`config.mk`:
```
export PLATFORM = sky130hd
export DESIGN_NAME = ipr_top
export DESIGN_NICKNAME = d
export VERILOG_FILES = /design/src/ipr_pkg.sv /design/src/ipr_pick.sv /design/src/ipr_top.sv
export SDC_FILE = /design/constraint.sdc
export NUM_CORES = 1
export LEC_CHECK = 0
export BUFFER_PORTS_ARGS = -buffer_cell sky130_fd_sc_hd__buf_2
export CAP_MARGIN = 20
export CORE_MARGIN = 1
export CORE_UTILIZATION = 30
export CTS_CLUSTER_DIAMETER = 200
export DETAILED_ROUTE_END_ITERATION = 10
export PLACE_DENSITY_LB_ADDON = 0.2
export SYNTH_ARGS = -nofsm -noshare
export SYNTH_HDL_FRONTEND = slang
export SYNTH_SLANG_ARGS = --single-unit
```
`constraint.sdc`:
```
create_clock -name I_CORE_CLK -period 26.4 [get_ports I_CORE_CLK]
set_clock_uncertainty 0.1 [all_clocks]
set_input_delay 1.32 -clock I_CORE_CLK [delete_from_list [all_inputs] [get_ports I_CORE_CLK]]
set_output_delay 1.32 -clock I_CORE_CLK [all_outputs]
set_load 0.05 [all_outputs]
```
`src/ipr_pkg.sv`:
```
/*
 * shared constants of the interrupt priority block: register indices,
 * field positions, reset values and the source-to-field map.
 * assumes a 16-bit register port and word indices on the address.
 */
package ipr_pkg;

    // ----------------------------------------------------------------
    // sizes
    // ----------------------------------------------------------------
    localparam int NUM_SRC  = 20;
    localparam int LVL_W    = 3;
    localparam int DATA_W   = 16;
    localparam int ADDR_W   = 4;
    localparam int IDX_W    = 5;
    localparam int VEC_W    = 7;
    localparam int CPU_LW   = 4;
    localparam int NUM_EV   = 2;

    // ----------------------------------------------------------------
    // register indices
    // ----------------------------------------------------------------
    localparam logic [3:0] REG_ADC_HI    = 4'h0;
    localparam logic [3:0] REG_PWM_LOW   = 4'h1;
    localparam logic [3:0] REG_PWM_MID   = 4'h2;
    localparam logic [3:0] REG_PWM_HI    = 4'h3;
    localparam logic [3:0] REG_ADC_FIRST = 4'h4;
    localparam logic [3:0] REG_ADC_SEC   = 4'h5;
    localparam logic [3:0] REG_ADC_THIRD = 4'h6;
    localparam logic [3:0] REG_STATUS    = 4'h7;
    localparam logic [3:0] REG_EV_STAT   = 4'h8;
    localparam logic [3:0] REG_EV_CLR    = 4'h9;
    localparam logic [3:0] REG_EV_EN     = 4'hA;

    // ----------------------------------------------------------------
    // fields and reset values
    // ----------------------------------------------------------------
    localparam logic [2:0]  LVL_RST     = 3'h4;
    localparam logic [2:0]  LVL_OFF     = 3'h0;
    localparam int          ST_LVL_POS  = 8;
    localparam int          ST_VEC_POS  = 0;
    localparam logic [6:0]  VEC_BASE    = 7'h10; // arbitrary vector of source 0
    localparam int          EV_PRESENT  = 0;
    localparam int          EV_CHANGE   = 1;

    // source order: 0-7 adc pair0..7, 8 adc pair11, 9 adc pair12,
    // 10-18 pwm gen1..9, 19 comparator2
    localparam logic [3:0] SRC_REG [NUM_SRC] = '{
        REG_ADC_FIRST, REG_ADC_FIRST, REG_ADC_SEC, REG_ADC_SEC,
        REG_ADC_SEC, REG_ADC_SEC, REG_ADC_THIRD, REG_ADC_THIRD,
        REG_ADC_HI, REG_ADC_HI,
        REG_PWM_LOW, REG_PWM_LOW, REG_PWM_MID, REG_PWM_MID,
        REG_PWM_MID, REG_PWM_MID, REG_PWM_HI, REG_PWM_HI, REG_PWM_HI,
        REG_PWM_HI};
    localparam int SRC_POS [NUM_SRC] = '{
        8, 12, 0, 4, 8, 12, 0, 4,
        0, 4,
        8, 12, 0, 4, 8, 12, 0, 4, 8,
        12};

endpackage

```
`src/ipr_pick.sv`:
```
/*
 * combinational selection of the most urgent pending source.
 * assumes levels are packed three bits per source, source 0 lowest.
 */
module ipr_pick #(
    parameter int N  = 20,
    parameter int LW = 3,
    parameter int IW = 5
) (
    input  logic [N-1:0]    i_pend,
    input  logic [N*LW-1:0] i_lvl,
    output logic [IW-1:0]   o_idx,
    output logic [LW-1:0]   o_lvl,
    output logic            o_any
);

    // ----------------------------------------------------------------
    // scan
    // ----------------------------------------------------------------
    // strict greater-than keeps the lowest index on equal levels
    always_comb
    begin
        o_idx = '0;
        o_lvl = '0;
        o_any = 1'b0;
        for (int k = 0; k < N; k++)
        begin
            if (i_pend[k] && (i_lvl[k*LW +: LW] > o_lvl))
            begin
                o_idx = IW'(k);
                o_lvl = i_lvl[k*LW +: LW];
                o_any = 1'b1;
            end
        end
    end

endmodule

```
`src/ipr_top.sv`:
```
/*
 * interrupt priority registers with pending-source selection and a
 * status word giving the new cpu level and pending vector index.
 * assumes pending requests come from logic on the same clock, already
 * gated by their flag and enable; register port reads return one
 * cycle after the read strobe.
 */
// Chosen here: strobed register access and the placing of the registers.

// How it works
// - three-bit field gives levels one to seven
// - zero field disables source, never presented
// - unimplemented bits ignore writes, read zero
// - priority fields reset to binary one-zero-zero
// - pwm gen two/one at 14:12, 10:8
// - adc pair seven/six at 6:4, 2:0
// - status bits 11:8 show new cpu level
// - status bits 6:0 show pending vector index
// - every source starts at level four
module ipr_top (
    input  logic                       I_CORE_CLK,
    input  logic                       I_ARST_N,
    input  logic [ipr_pkg::ADDR_W-1:0] I_ADDR,
    input  logic [ipr_pkg::DATA_W-1:0] I_WDATA,
    input  logic                       I_WR,
    input  logic                       I_RD,
    input  logic [ipr_pkg::NUM_SRC-1:0] I_SRC_PEND,
    output logic [ipr_pkg::DATA_W-1:0] O_RDATA,
    output logic [ipr_pkg::CPU_LW-1:0] O_NEW_LEVEL,
    output logic [ipr_pkg::VEC_W-1:0]  O_VECTOR,
    output logic                       O_REQ_VALID,
    output logic                       O_INT
);

    // ----------------------------------------------------------------
    // storage
    // ----------------------------------------------------------------
    logic [ipr_pkg::LVL_W-1:0]         lvl_q [ipr_pkg::NUM_SRC];
    logic [ipr_pkg::NUM_SRC*ipr_pkg::LVL_W-1:0] lvl_flat;
    logic [ipr_pkg::IDX_W-1:0]         pick_idx;
    logic [ipr_pkg::LVL_W-1:0]         pick_lvl;
    logic                              pick_any;
    logic [ipr_pkg::IDX_W-1:0]         win_idx_q;
    logic [ipr_pkg::NUM_EV-1:0]        ev_stat_q;
    logic [ipr_pkg::NUM_EV-1:0]        ev_en_q;
    logic [ipr_pkg::NUM_EV-1:0]        ev_en_d;
    logic [ipr_pkg::NUM_EV-1:0]        ev_set;
    logic [ipr_pkg::NUM_EV-1:0]        ev_clr;
    logic [ipr_pkg::DATA_W-1:0]        rdata_d;
    logic [ipr_pkg::DATA_W-1:0]        field_rd;
    logic [ipr_pkg::VEC_W-1:0]         vec_d;
    logic                              first_q;

    // ----------------------------------------------------------------
    // priority fields
    // ----------------------------------------------------------------
    // only the listed field slices are stored, so any other bit of a
    // write simply has nowhere to go
    for (genvar g = 0; g < ipr_pkg::NUM_SRC; g++)
    begin : g_src
        always_ff @(posedge I_CORE_CLK or negedge I_ARST_N)
        begin
            if (!I_ARST_N)
                lvl_q[g] <= ipr_pkg::LVL_RST;
            else if (I_WR && (I_ADDR == ipr_pkg::SRC_REG[g]))
                lvl_q[g] <= I_WDATA[ipr_pkg::SRC_POS[g] +: ipr_pkg::LVL_W];
        end
        assign lvl_flat[g*ipr_pkg::LVL_W +: ipr_pkg::LVL_W] = lvl_q[g];
    end

    // ----------------------------------------------------------------
    // selection
    // ----------------------------------------------------------------
    ipr_pick #(
        .N  (ipr_pkg::NUM_SRC),
        .LW (ipr_pkg::LVL_W),
        .IW (ipr_pkg::IDX_W)
    ) u_pick (
        .i_pend (I_SRC_PEND),
        .i_lvl  (lvl_flat),
        .o_idx  (pick_idx),
        .o_lvl  (pick_lvl),
        .o_any  (pick_any)
    );

    assign vec_d = ipr_pkg::VEC_BASE + ipr_pkg::VEC_W'(pick_idx);

    // one cycle from a pending change to the presented answer
    always_ff @(posedge I_CORE_CLK or negedge I_ARST_N)
    begin
        if (!I_ARST_N)
        begin
            O_REQ_VALID <= 1'b0;
            O_NEW_LEVEL <= '0;
            O_VECTOR    <= '0;
            win_idx_q   <= '0;
        end
        else
        begin
            O_REQ_VALID <= pick_any;
            O_NEW_LEVEL <= {1'b0, pick_lvl};
            O_VECTOR    <= pick_any ? vec_d : '0;
            win_idx_q   <= pick_idx;
        end
    end

    // ----------------------------------------------------------------
    // events
    // ----------------------------------------------------------------
    assign ev_set[ipr_pkg::EV_PRESENT] = pick_any && !O_REQ_VALID;
    assign ev_set[ipr_pkg::EV_CHANGE]  = pick_any && O_REQ_VALID && (vec_d != O_VECTOR);
    assign ev_clr = (I_WR && (I_ADDR == ipr_pkg::REG_EV_CLR)) ?
                    I_WDATA[ipr_pkg::NUM_EV-1:0] : '0;

    // a set in the clearing cycle wins so no event is lost
    always_ff @(posedge I_CORE_CLK or negedge I_ARST_N)
    begin
        if (!I_ARST_N)
            ev_stat_q <= '0;
        else
            ev_stat_q <= (ev_stat_q & ~ev_clr) | ev_set;
    end

    // the new enable feeds the interrupt in the same edge, so the line
    // never lags the enable register by a cycle
    assign ev_en_d = (I_WR && (I_ADDR == ipr_pkg::REG_EV_EN)) ?
                     I_WDATA[ipr_pkg::NUM_EV-1:0] : ev_en_q;

    always_ff @(posedge I_CORE_CLK or negedge I_ARST_N)
    begin
        if (!I_ARST_N)
            ev_en_q <= '0;
        else
            ev_en_q <= ev_en_d;
    end

    always_ff @(posedge I_CORE_CLK or negedge I_ARST_N)
    begin
        if (!I_ARST_N)
            O_INT <= 1'b0;
        else
            O_INT <= |(((ev_stat_q & ~ev_clr) | ev_set) & ev_en_d);
    end

    // ----------------------------------------------------------------
    // read path
    // ----------------------------------------------------------------
    always_comb
    begin
        field_rd = '0;
        for (int k = 0; k < ipr_pkg::NUM_SRC; k++)
        begin
            if (I_ADDR == ipr_pkg::SRC_REG[k])
                field_rd[ipr_pkg::SRC_POS[k] +: ipr_pkg::LVL_W] = lvl_q[k];
        end
    end

    // unmapped and write-only addresses read as zero
    always_comb
    begin
        rdata_d = '0;
        if (I_ADDR <= ipr_pkg::REG_ADC_THIRD)
            rdata_d = field_rd;
        else if (I_ADDR == ipr_pkg::REG_STATUS)
        begin
            rdata_d[ipr_pkg::ST_LVL_POS +: ipr_pkg::CPU_LW] = O_NEW_LEVEL;
            rdata_d[ipr_pkg::ST_VEC_POS +: ipr_pkg::VEC_W]  = O_VECTOR;
        end
        else if (I_ADDR == ipr_pkg::REG_EV_STAT)
            rdata_d[ipr_pkg::NUM_EV-1:0] = ev_stat_q;
        else if (I_ADDR == ipr_pkg::REG_EV_EN)
            rdata_d[ipr_pkg::NUM_EV-1:0] = ev_en_q;
    end

    always_ff @(posedge I_CORE_CLK or negedge I_ARST_N)
    begin
        if (!I_ARST_N)
            O_RDATA <= '0;
        else if (I_RD)
            O_RDATA <= rdata_d;
        else
            O_RDATA <= '0;
    end

    // ----------------------------------------------------------------
    // checks
    // ----------------------------------------------------------------
    always_ff @(posedge I_CORE_CLK or negedge I_ARST_N)
    begin
        if (!I_ARST_N)
            first_q <= 1'b0;
        else
            first_q <= 1'b1;
    end

    AST_RESET_LOW_SRC: assert property (
        @(posedge I_CORE_CLK) disable iff (!I_ARST_N)
        !first_q |-> lvl_q[0] == 3'h4)
        else $error("source 0 level not 100 after reset");

    AST_RESET_HIGH_SRC: assert property (
        @(posedge I_CORE_CLK) disable iff (!I_ARST_N)
        !first_q |-> (lvl_q[19] == 3'h4) && (lvl_q[10] == 3'h4))
        else $error("source not at level four after reset");

    AST_NEVER_LEVEL_ZERO: assert property (
        @(posedge I_CORE_CLK) disable iff (!I_ARST_N)
        O_REQ_VALID |-> (O_NEW_LEVEL != 4'h0) && ($past(lvl_q[pick_idx]) != 3'h0))
        else $error("disabled source presented");

    AST_IDLE_WHEN_NONE: assert property (
        @(posedge I_CORE_CLK) disable iff (!I_ARST_N)
        (I_SRC_PEND == '0) |=> !O_REQ_VALID ##0 (O_VECTOR == 7'h00))
        else $error("request presented with nothing pending");

    AST_TOP_LEVEL: assert property (
        @(posedge I_CORE_CLK) disable iff (!I_ARST_N)
        (I_SRC_PEND[19] && lvl_q[19] == 3'h7) |=> O_REQ_VALID
            && (O_NEW_LEVEL == 4'h7))
        else $error("level seven source not presented");

    AST_TIE_LOW_INDEX: assert property (
        @(posedge I_CORE_CLK) disable iff (!I_ARST_N)
        (I_SRC_PEND[0] && (lvl_q[0] == 3'h7)) |=> (O_VECTOR == ipr_pkg::VEC_BASE))
        else $error("tie not broken toward lowest vector");

    AST_VECTOR_MAP: assert property (
        @(posedge I_CORE_CLK) disable iff (!I_ARST_N)
        O_REQ_VALID |-> O_VECTOR == ipr_pkg::VEC_BASE + 7'(win_idx_q))
        else $error("vector index does not match winner");

    AST_PWM_LOW_FIELDS: assert property (
        @(posedge I_CORE_CLK) disable iff (!I_ARST_N)
        (I_RD && I_ADDR == ipr_pkg::REG_PWM_LOW) |=>
            O_RDATA == {1'b0, $past(lvl_q[11]), 1'b0, $past(lvl_q[10]), 8'h00})
        else $error("pwm gen field readback wrong");

    AST_ADC_HI_FIELDS: assert property (
        @(posedge I_CORE_CLK) disable iff (!I_ARST_N)
        (I_RD && I_ADDR == ipr_pkg::REG_ADC_HI) |=>
            O_RDATA == {9'h000, $past(lvl_q[9]), 1'b0, $past(lvl_q[8])})
        else $error("adc pair field readback wrong");

    AST_STATUS_READ: assert property (
        @(posedge I_CORE_CLK) disable iff (!I_ARST_N)
        (I_RD && I_ADDR == ipr_pkg::REG_STATUS) |=>
            (O_RDATA[11:8] == $past(O_NEW_LEVEL)) && (O_RDATA[15:12] == 4'h0)
            && (O_RDATA[7] == 1'b0) && (O_RDATA[6:0] == $past(O_VECTOR)))
        else $error("status word wrong");

    AST_LEVEL_RANGE: assert property (
        @(posedge I_CORE_CLK) disable iff (!I_ARST_N)
        O_REQ_VALID |-> (O_NEW_LEVEL >= 4'h1) && (O_NEW_LEVEL <= 4'h7))
        else $error("presented level out of one to seven");

    AST_RESET_ALL_SRC: assert property (
        @(posedge I_CORE_CLK) disable iff (!I_ARST_N)
        !first_q |-> (lvl_flat == {ipr_pkg::NUM_SRC{ipr_pkg::LVL_RST}}))
        else $error("a level field left reset other than 100");

    AST_IDLE_OUTPUTS_ZERO: assert property (
        @(posedge I_CORE_CLK) disable iff (!I_ARST_N)
        !O_REQ_VALID |-> (O_NEW_LEVEL == 4'h0) && (O_VECTOR == 7'h00))
        else $error("level or vector shown with no request");

    AST_DISABLED_ALONE: assert property (
        @(posedge I_CORE_CLK) disable iff (!I_ARST_N)
        (I_SRC_PEND[0] && (I_SRC_PEND[ipr_pkg::NUM_SRC-1:1] == '0)
            && (lvl_q[0] == 3'h0)) |=> !O_REQ_VALID)
        else $error("disabled source presented alone");

    AST_WINNER_PENDING: assert property (
        @(posedge I_CORE_CLK) disable iff (!I_ARST_N)
        O_REQ_VALID |-> $past(I_SRC_PEND[pick_idx]))
        else $error("presented source was not pending");

    AST_WINNER_LEVEL: assert property (
        @(posedge I_CORE_CLK) disable iff (!I_ARST_N)
        O_REQ_VALID |-> (O_NEW_LEVEL == {1'b0, $past(lvl_q[pick_idx])}))
        else $error("presented level differs from winner field");

    AST_RDATA_IDLE: assert property (
        @(posedge I_CORE_CLK) disable iff (!I_ARST_N)
        !$past(I_RD) |-> (O_RDATA == 16'h0000))
        else $error("read data shown without a read");

    AST_READ_UNMAPPED: assert property (
        @(posedge I_CORE_CLK) disable iff (!I_ARST_N)
        (I_RD && (I_ADDR > ipr_pkg::REG_EV_EN)) |=> (O_RDATA == 16'h0000))
        else $error("unmapped index read not zero");

    AST_READ_CLEAR_REG: assert property (
        @(posedge I_CORE_CLK) disable iff (!I_ARST_N)
        (I_RD && (I_ADDR == ipr_pkg::REG_EV_CLR)) |=> (O_RDATA == 16'h0000))
        else $error("write-only clear register read not zero");

    AST_FOUR_FIELD_GAPS: assert property (
        @(posedge I_CORE_CLK) disable iff (!I_ARST_N)
        (I_RD && ((I_ADDR == ipr_pkg::REG_PWM_MID) || (I_ADDR == ipr_pkg::REG_PWM_HI)
            || (I_ADDR == ipr_pkg::REG_ADC_SEC))) |=> ((O_RDATA & 16'h8888) == 16'h0000))
        else $error("gap bit of a four-field register not zero");

    AST_ADC_FIRST_GAPS: assert property (
        @(posedge I_CORE_CLK) disable iff (!I_ARST_N)
        (I_RD && (I_ADDR == ipr_pkg::REG_ADC_FIRST)) |=> ((O_RDATA & 16'h88FF) == 16'h0000))
        else $error("gap bit of adc pair register not zero");

    AST_ADC_THIRD_FIELDS: assert property (
        @(posedge I_CORE_CLK) disable iff (!I_ARST_N)
        (I_RD && (I_ADDR == ipr_pkg::REG_ADC_THIRD)) |=>
            O_RDATA == {9'h000, $past(lvl_q[7]), 1'b0, $past(lvl_q[6])})
        else $error("adc pair seven/six readback wrong");

    AST_PWM_LOW_WRITE: assert property (
        @(posedge I_CORE_CLK) disable iff (!I_ARST_N)
        (I_WR && (I_ADDR == ipr_pkg::REG_PWM_LOW)) |=>
            (lvl_q[10] == $past(I_WDATA[10:8])) && (lvl_q[11] == $past(I_WDATA[14:12])))
        else $error("pwm gen field not taken from its bits");

    AST_ADC_HI_WRITE: assert property (
        @(posedge I_CORE_CLK) disable iff (!I_ARST_N)
        (I_WR && (I_ADDR == ipr_pkg::REG_ADC_HI)) |=>
            (lvl_q[8] == $past(I_WDATA[2:0])) && (lvl_q[9] == $past(I_WDATA[6:4])))
        else $error("adc pair field not taken from its bits");

    AST_OTHER_WRITE_IGNORED: assert property (
        @(posedge I_CORE_CLK) disable iff (!I_ARST_N)
        (!I_WR || (I_ADDR > ipr_pkg::REG_ADC_THIRD)) |=> $stable(lvl_flat))
        else $error("level field changed without a write to it");

    AST_INT_FOLLOWS_STATUS: assert property (
        @(posedge I_CORE_CLK) disable iff (!I_ARST_N)
        O_INT == |(ev_stat_q & ev_en_q))
        else $error("interrupt line not equal to enabled status");

endmodule

```
; Word-level counts from Yosys, hierarchy flattened
; Cells that the tools add are included.
[classes]
n_addsub = 1
n_lt_le_gt_ge = 21
eq_ne = 11
muxes = 91
n_bitwise = 4
reduce_logical = 35
[ops]
columns = op, n
row1 = $mux W3, 47
row2 = $gt A3 B3 Y1, 19
row3 = $mux W4, 9
row4 = $logic_and A1 B1 Y1, 32
row5 = $mux W1, 21
row6 = $mux W5, 4
row7 = $eq A4 B3 Y1 const B, 4
row8 = $mux W16, 1
row9 = $mux W2, 7
row10 = $eq A4 B4 Y1 const B, 3
row11 = $eq A4 B2 Y1 const B, 2
row12 = $mux W7, 1
row13 = $add A5 B5 Y6 const A, 1
row14 = $mux W6, 1
row15 = $ne A6 B6 Y1, 1
row16 = $and A2 B2 Y2, 2
row17 = $eq A4 B1 Y1 const B, 1
row18 = $le A4 B3 Y1 const B, 1
row19 = $logic_not A4 Y1, 1
row20 = $gt A3 B1 Y1 const B, 1
row21 = $not A2 Y2, 1
row22 = $or A2 B2 Y2, 1
row23 = $reduce_or A2 Y1, 1
row24 = $logic_not A1 Y1, 1
[word_totals]
reg_bits = 91
in_bits = 44
out_inout_bits = 29
elab_cells = 190

; Depth between registers and ports, before layout
[logic_depth]
depth_word = 66
depth_mapped = 142
ltp_nobuf = 142

; By module
; From an unflattened synthesis, not the netlist that was laid out.
[unflattened]
cells_unflattened = 759
area_unflattened_um2 = 7063.0
[modules_own_cells]
columns = mod, instances, cells_per_inst, area_per_inst_um2, seq_area_each_um2
row1 = ipr_top, 1, 312, 4052.6, 2227.1
row2 = ipr_pick, 1, 447, 3010.4, 0.0

; Least setup slack after synthesis
; No wires, ideal clock.
[synth_timing]
kind = input port to flip-flop
startpoint = input I_SRC_PEND[0] (netlist bit)
endpoint = register O_INT
setup_time_ns = 0.127
arrival_ns = 24.649
setup_slack_ns = 1.524
cell_stages = 135
path_cell_list = and2_1 ha_1 nand3_1 o31ai_4 nor2_1 mux2_2 ha_1 nor2_1 a31oi_1 nor2_1 maj3_1 a31oi_1 ha_1 nor2_1 a2bb2oi_1 o22ai_1 a311oi_1 or2_2 (+99 left out) o21ai_0 inv_1 ha_1 nor2b_1 o21ai_0 nand2b_1 nand3_1 mux2i_1 ha_1 nor2b_1 o21ai_0 nand2b_1 nand3_1 o41ai_1 a31oi_1 o22ai_1 nor4_2 o31ai_1
[synth_via]
elab_chain_cells = 65
elab_cells_between_ends = 105
classes_between = add/sub: 1 / order compare: 19 / eq/ne: 1 / mux: 58 / bitwise: 2 / reduce/logical: 24
[synth_lines]
columns = item, line_no
row1 = start: declaration, ipr_top.sv:27  ; input logic [ipr_pkg::NUM_SRC-1:0] I_SRC_PEND,
row2 = $logic_and A1 B1 Y1 *, ipr_pick.sv:28  ; if (i_pend[k] && (i_lvl[k*LW +: LW] > o_lvl))
row3 = $mux W3, ipr_pick.sv:28
row4 = $gt A3 B3 Y1, ipr_pick.sv:28
row5 = $logic_and A1 B1 Y1, ipr_pick.sv:28
row6 = $mux W3, ipr_pick.sv:28
row7 = $gt A3 B3 Y1, ipr_pick.sv:28
row8 = $logic_and A1 B1 Y1, ipr_pick.sv:28
row9 = $mux W3, ipr_pick.sv:28
row10 = (+49 left out), --
row11 = $logic_and A1 B1 Y1, ipr_pick.sv:28
row12 = $mux W5, ipr_pick.sv:28
row13 = $add A5 B5 Y6, ipr_top.sv:86  ; assign vec_d = ipr_pkg::VEC_BASE + ipr_pkg::VEC_W'(pick_idx);
row14 = $ne A6 B6 Y1, ipr_top.sv:111  ; assign ev_set[ipr_pkg::EV_CHANGE] = pick_any && O_REQ_VALID && (vec_d != O_VECTOR);
row15 = $logic_and A1 B1 Y1, ipr_top.sv:111
row16 = $or A2 B2 Y2 *, ipr_top.sv:142  ; O_INT <= |(((ev_stat_q & ~ev_clr) | ev_set) & ev_en_d);
row17 = $and A2 B2 Y2 *, ipr_top.sv:142
row18 = $reduce_or A2 Y1 *, ipr_top.sv:142
row19 = end signal: assignment, ipr_top.sv:142
row20 = end: declaration, ipr_top.sv:32  ; output logic O_INT
; Mark *: on every way between the ends. The rest lies on a longest branch, timed or not.
; A chain may end at the register's enable or synchronous reset.

; Final worst setup path
; Ends and elaborated chain as after synthesis.

==> results by group <==
Finish
  • Finished Layout Cells: 1,103
  • Proportion of layout cells with a drive suffix above 1: 0.330
  • Final net count: ~890
  • # fillers: 2,206
  • Post-layout util: 0.379
  • Layout area overhead: 22.8%
  • Seq. cell area: 0.00223 sq mm
  • Multi-input gate area: about 0.0044 sq mm
  • Final instance area: about 0.0080 sq mm

Die
  • I/O pin total: 73
  • DIE AREA: ~0.022 sq mm
  • Initial Util: 0.309
  • Die Span Y: ~150 um
  • Core area: 0.0212 sq mm
  • Site row count: 53
  • Die X: 150 um

Flow run
  • MaxCap Viol Count: 0

Critical path
  • Critical path's slowest cell: o41ai_4
  • Critical Path Most Common Cell: ha_1
  • CP Class: in -> reg
  • Kind of end point of the critical path: flop
  • Worst Setup Start Kind: primary input
  • CP peak stage delay: between 0.4 and 0.5 ns
  • CP arrival: ~25 ns
  • Largest fanout on the critical path: 6
  • R2r setup slk: 2.14 ns
  • Delay-heaviest family, CP: compound AO/OA/AOI/OAI gates
  • Worst Path Required: roughly 27 ns
  • Buf/Inv on CP: 9

Placement
  • DP Area: 0.00735 sq mm
  • RePlAce Congestion: around 0.87
  • Placed Instances: 1,074
  • Port Buf Inserts: 63
  • HPWL Detailed: 16,500 um
  • Placement Setup Slack: -0.0416 ns

Drt
  • Drt first pass iters: 7
  • Residual DRC count: 0
  • Final antenna-violating net count: 0
  • DR vias/cell: 5.56
  • 1st-iter DRT viols: 383
  • Vias: between 6,000 and 7,000
  • Final wirelength: approximately 21,000 um
  • DR WL/cell: about 19 um

Clocking
  • Clock transition at path regs: approximately 0.060 ns
  • Clk Tree Root Cell: clkbuf_16
  • Num CTS Buffers: 9
  • TritonCTS clock tree: yes
  • Worst-skew pair later-pin latency: approximately 0.35 ns
  • # H-tree levels: 3
  • Clk sinks: 88
  • CTS Buffer Depth: 2

Timing
  • Setup slack after layout: roughly 1.5 ns
  • Final Max Tran Viols: 0
  • Final setup violating endpoints: 0
  • Slew Limit Headroom: 0.392
  • Count of final hold-check violations: 0
  • Worst-margin pin slew: between 0.9 and 1 ns
  • Final worst path period share: 0.942
  • Max Fclk: between 0.04 and 0.05 GHz
  • Fin crit period: between 20 and 25 ns

Power and ir drop
  • Power per cell area: approximately 130 mW/mm^2
  • Maximum vdd ir drop: between 0.05 and 0.06 mV
  • Tot Pwr: 0.00105 W
  • Pleak: 3.43 nW

Outcome
  • Status: finished clean

Worst hold path
  • Hold Path Class: reg -> reg

Global routing
  • Vias in the first global route: between 5,000 and 6,000
  • First-pass GRT wire length: between 30,000 and 40,000 um
  • Total global-route track usage: 0.187
  • Total grt overflow: 0
  • Largest net degree at the start of global routing: between 60 and 70
  • Antenna violations before repair: 0

Synth
  • Flops & latches, synth: 88
  • Synth top area share: 0.260
  • Yosys top cell by area: dfrtp_1
  • Avg Inst Size Synth: between 9 and 10 sq um
  • Synth Flop Type: dfrtp_1
  • Post-synthesis cell count: 723
  • Async SR Flop Fraction: 1.00
  • Post-synthesis sequential area ratio: 0.340
  • Synth warnings: 0
  • Number of flops mapped to enable cells by yosys: 0
  • Netlist Area Pre-Place: about 0.0066 sq mm
  • Post-synthesis cell type count: 88
  • Top post-synthesis cells by area: dfrtp_1 (26%), mux2_2 (9.8%), dfstp_2 (8.0%)
==> final timing paths <==
kind | cells past startpoint | from | to
worst max-delay path | 138 | I_SRC_PEND[0] | O_INT
worst min-delay path | 2 | ev_stat_q[0] | ev_stat_q[0]
worst max register to register | 137 | lvl_flat[2] | O_INT
worst min register to register | 2 | ev_stat_q[0] | ev_stat_q[0]
max in group asynchronous | 2 | I_ARST_N | lvl_flat[37]
min in group asynchronous | 1 | I_ARST_N | O_RDATA[10]
==> through the flow <==
step	setup TNS, ns	hold slack (ns)
finish	0	0.430
global route	-0.267	0.456
CTS	0	0.430
detailed placement	-0.0416	0.415
global placement	-0.0476	0.394
floorplan	0	0.362
==> per-layer routing <==
metal	part of all wire	global-route usage
met1	0.49	0.272
met2	0.46	0.294
met3	0.039	0.0213
met4	0.013	0.0424
met5	0	0
==> where the power goes <==
group          internal, W  leakage, nW  switching [W]
Sequential        0.000175         1.04      0.0000499
Clock            0.0000926        0.162      0.0000558
Combinational     0.000302         2.23       0.000379
Total             0.000570         3.43       0.000485
==> worst register-to-register path, delay by kind of cell, from the launching register on <==
| family | cells | cell delay [ns] |
|---|---|---|
| buffers and inverters | 8 | 1.03 |
| AO/OA/AOI/OAI | 50 | 8.64 |
| adder cells (fa/ha/maj) | 22 | 6.34 |
| flip-flops | 1 | 0.59 |
| multiplexers | 2 | 0.63 |
| AND/OR/NAND/NOR | 55 | 6.87 |
==> final cells by class <==
type | instances | area share
diodes | 1 | 0.000311
flip-flops and latches | 88 | 0.277
inverters | 36 | 0.0168
repair buffers | 105 | 0.0790
well taps | 275 | 0.0428
clock buffers | 9 | 0.0280
multi-input cells | 582 | 0.541
clock inverters | 7 | 0.0148
==> flip-flops by register name, summed over array words and instances (netlist names) <==
| signal | cells |
|---|---|
| O_INT | 1 |
| O_NEW_LEVEL | 3 |
| O_RDATA | 13 |
| O_REQ_VALID | 1 |
| O_VECTOR | 6 |
| ev_en_q | 2 |
| ev_stat_q | 2 |
| lvl_flat | 60 |
==> synth_stat cells (5+ instances only) <==
cell type	instances
maj3_1	6
nor3_1	12
a21o_1	9
mux2_2	57
a21oi_1	49
nand4_1	7
a41oi_1	6
and2_1	16
inv_1	36
a21boi_0	5
a311oi_1	5
or3_1	8
mux2i_1	6
o311ai_0	6
or2_2	7
buf_4	7
nand2b_1	9
a31oi_1	20
nor2_1	52
a22oi_1	19
o31ai_1	8
nand2_1	69
nand3_1	20
o211ai_1	6
dfstp_2	20
ha_1	25
o21ai_0	36
o21a_1	10
and3_1	6
nor4_1	6
clkbuf_1	12
dfrtp_1	68
==> repair_timing <==
action	4_1_cts	5_1_grt
buffers inserted	0	11
setup endpoints to repair	0	13
gates resized for setup	0	60
hold buffers	0	0
==> layout by cell type (no fill, tap or decap), types with 7 or more instances in the layout <==
cell type,instances
inv_1,36
clkbuf_16,9
dfrtp_1,68
o21a_1,10
nor3_1,11
buf_4,43
nor2_2,9
a31oi_1,16
nor2_1,42
o21ai_0,29
or2_2,7
ha_1,21
a21oi_1,49
dfstp_2,20
nand2_1,66
nand3_1,16
nand2b_1,9
a22oi_1,19
mux2_2,57
a21o_1,9
or3_1,7
buf_2,61
nand4_1,7
and2_1,15
==> cells by family (layout without fill, tap and decap cells) <==
group                      Yosys count  count (layout)  share of synthesized area
other                                1               6                   0.000572
DFF                                 88              88                      0.340
buffers and inverters               57             157                     0.0367
and+or+nand+nor                    231             231                      0.176
AOI/OAI and AO/OA                  250             250                      0.280
adders and majority gates           31              31                     0.0569
muxes                               63              63                      0.107
xor gates and xnor gates             2               2                    0.00267
Note: power is estimated with default switching activity, not from simulation.
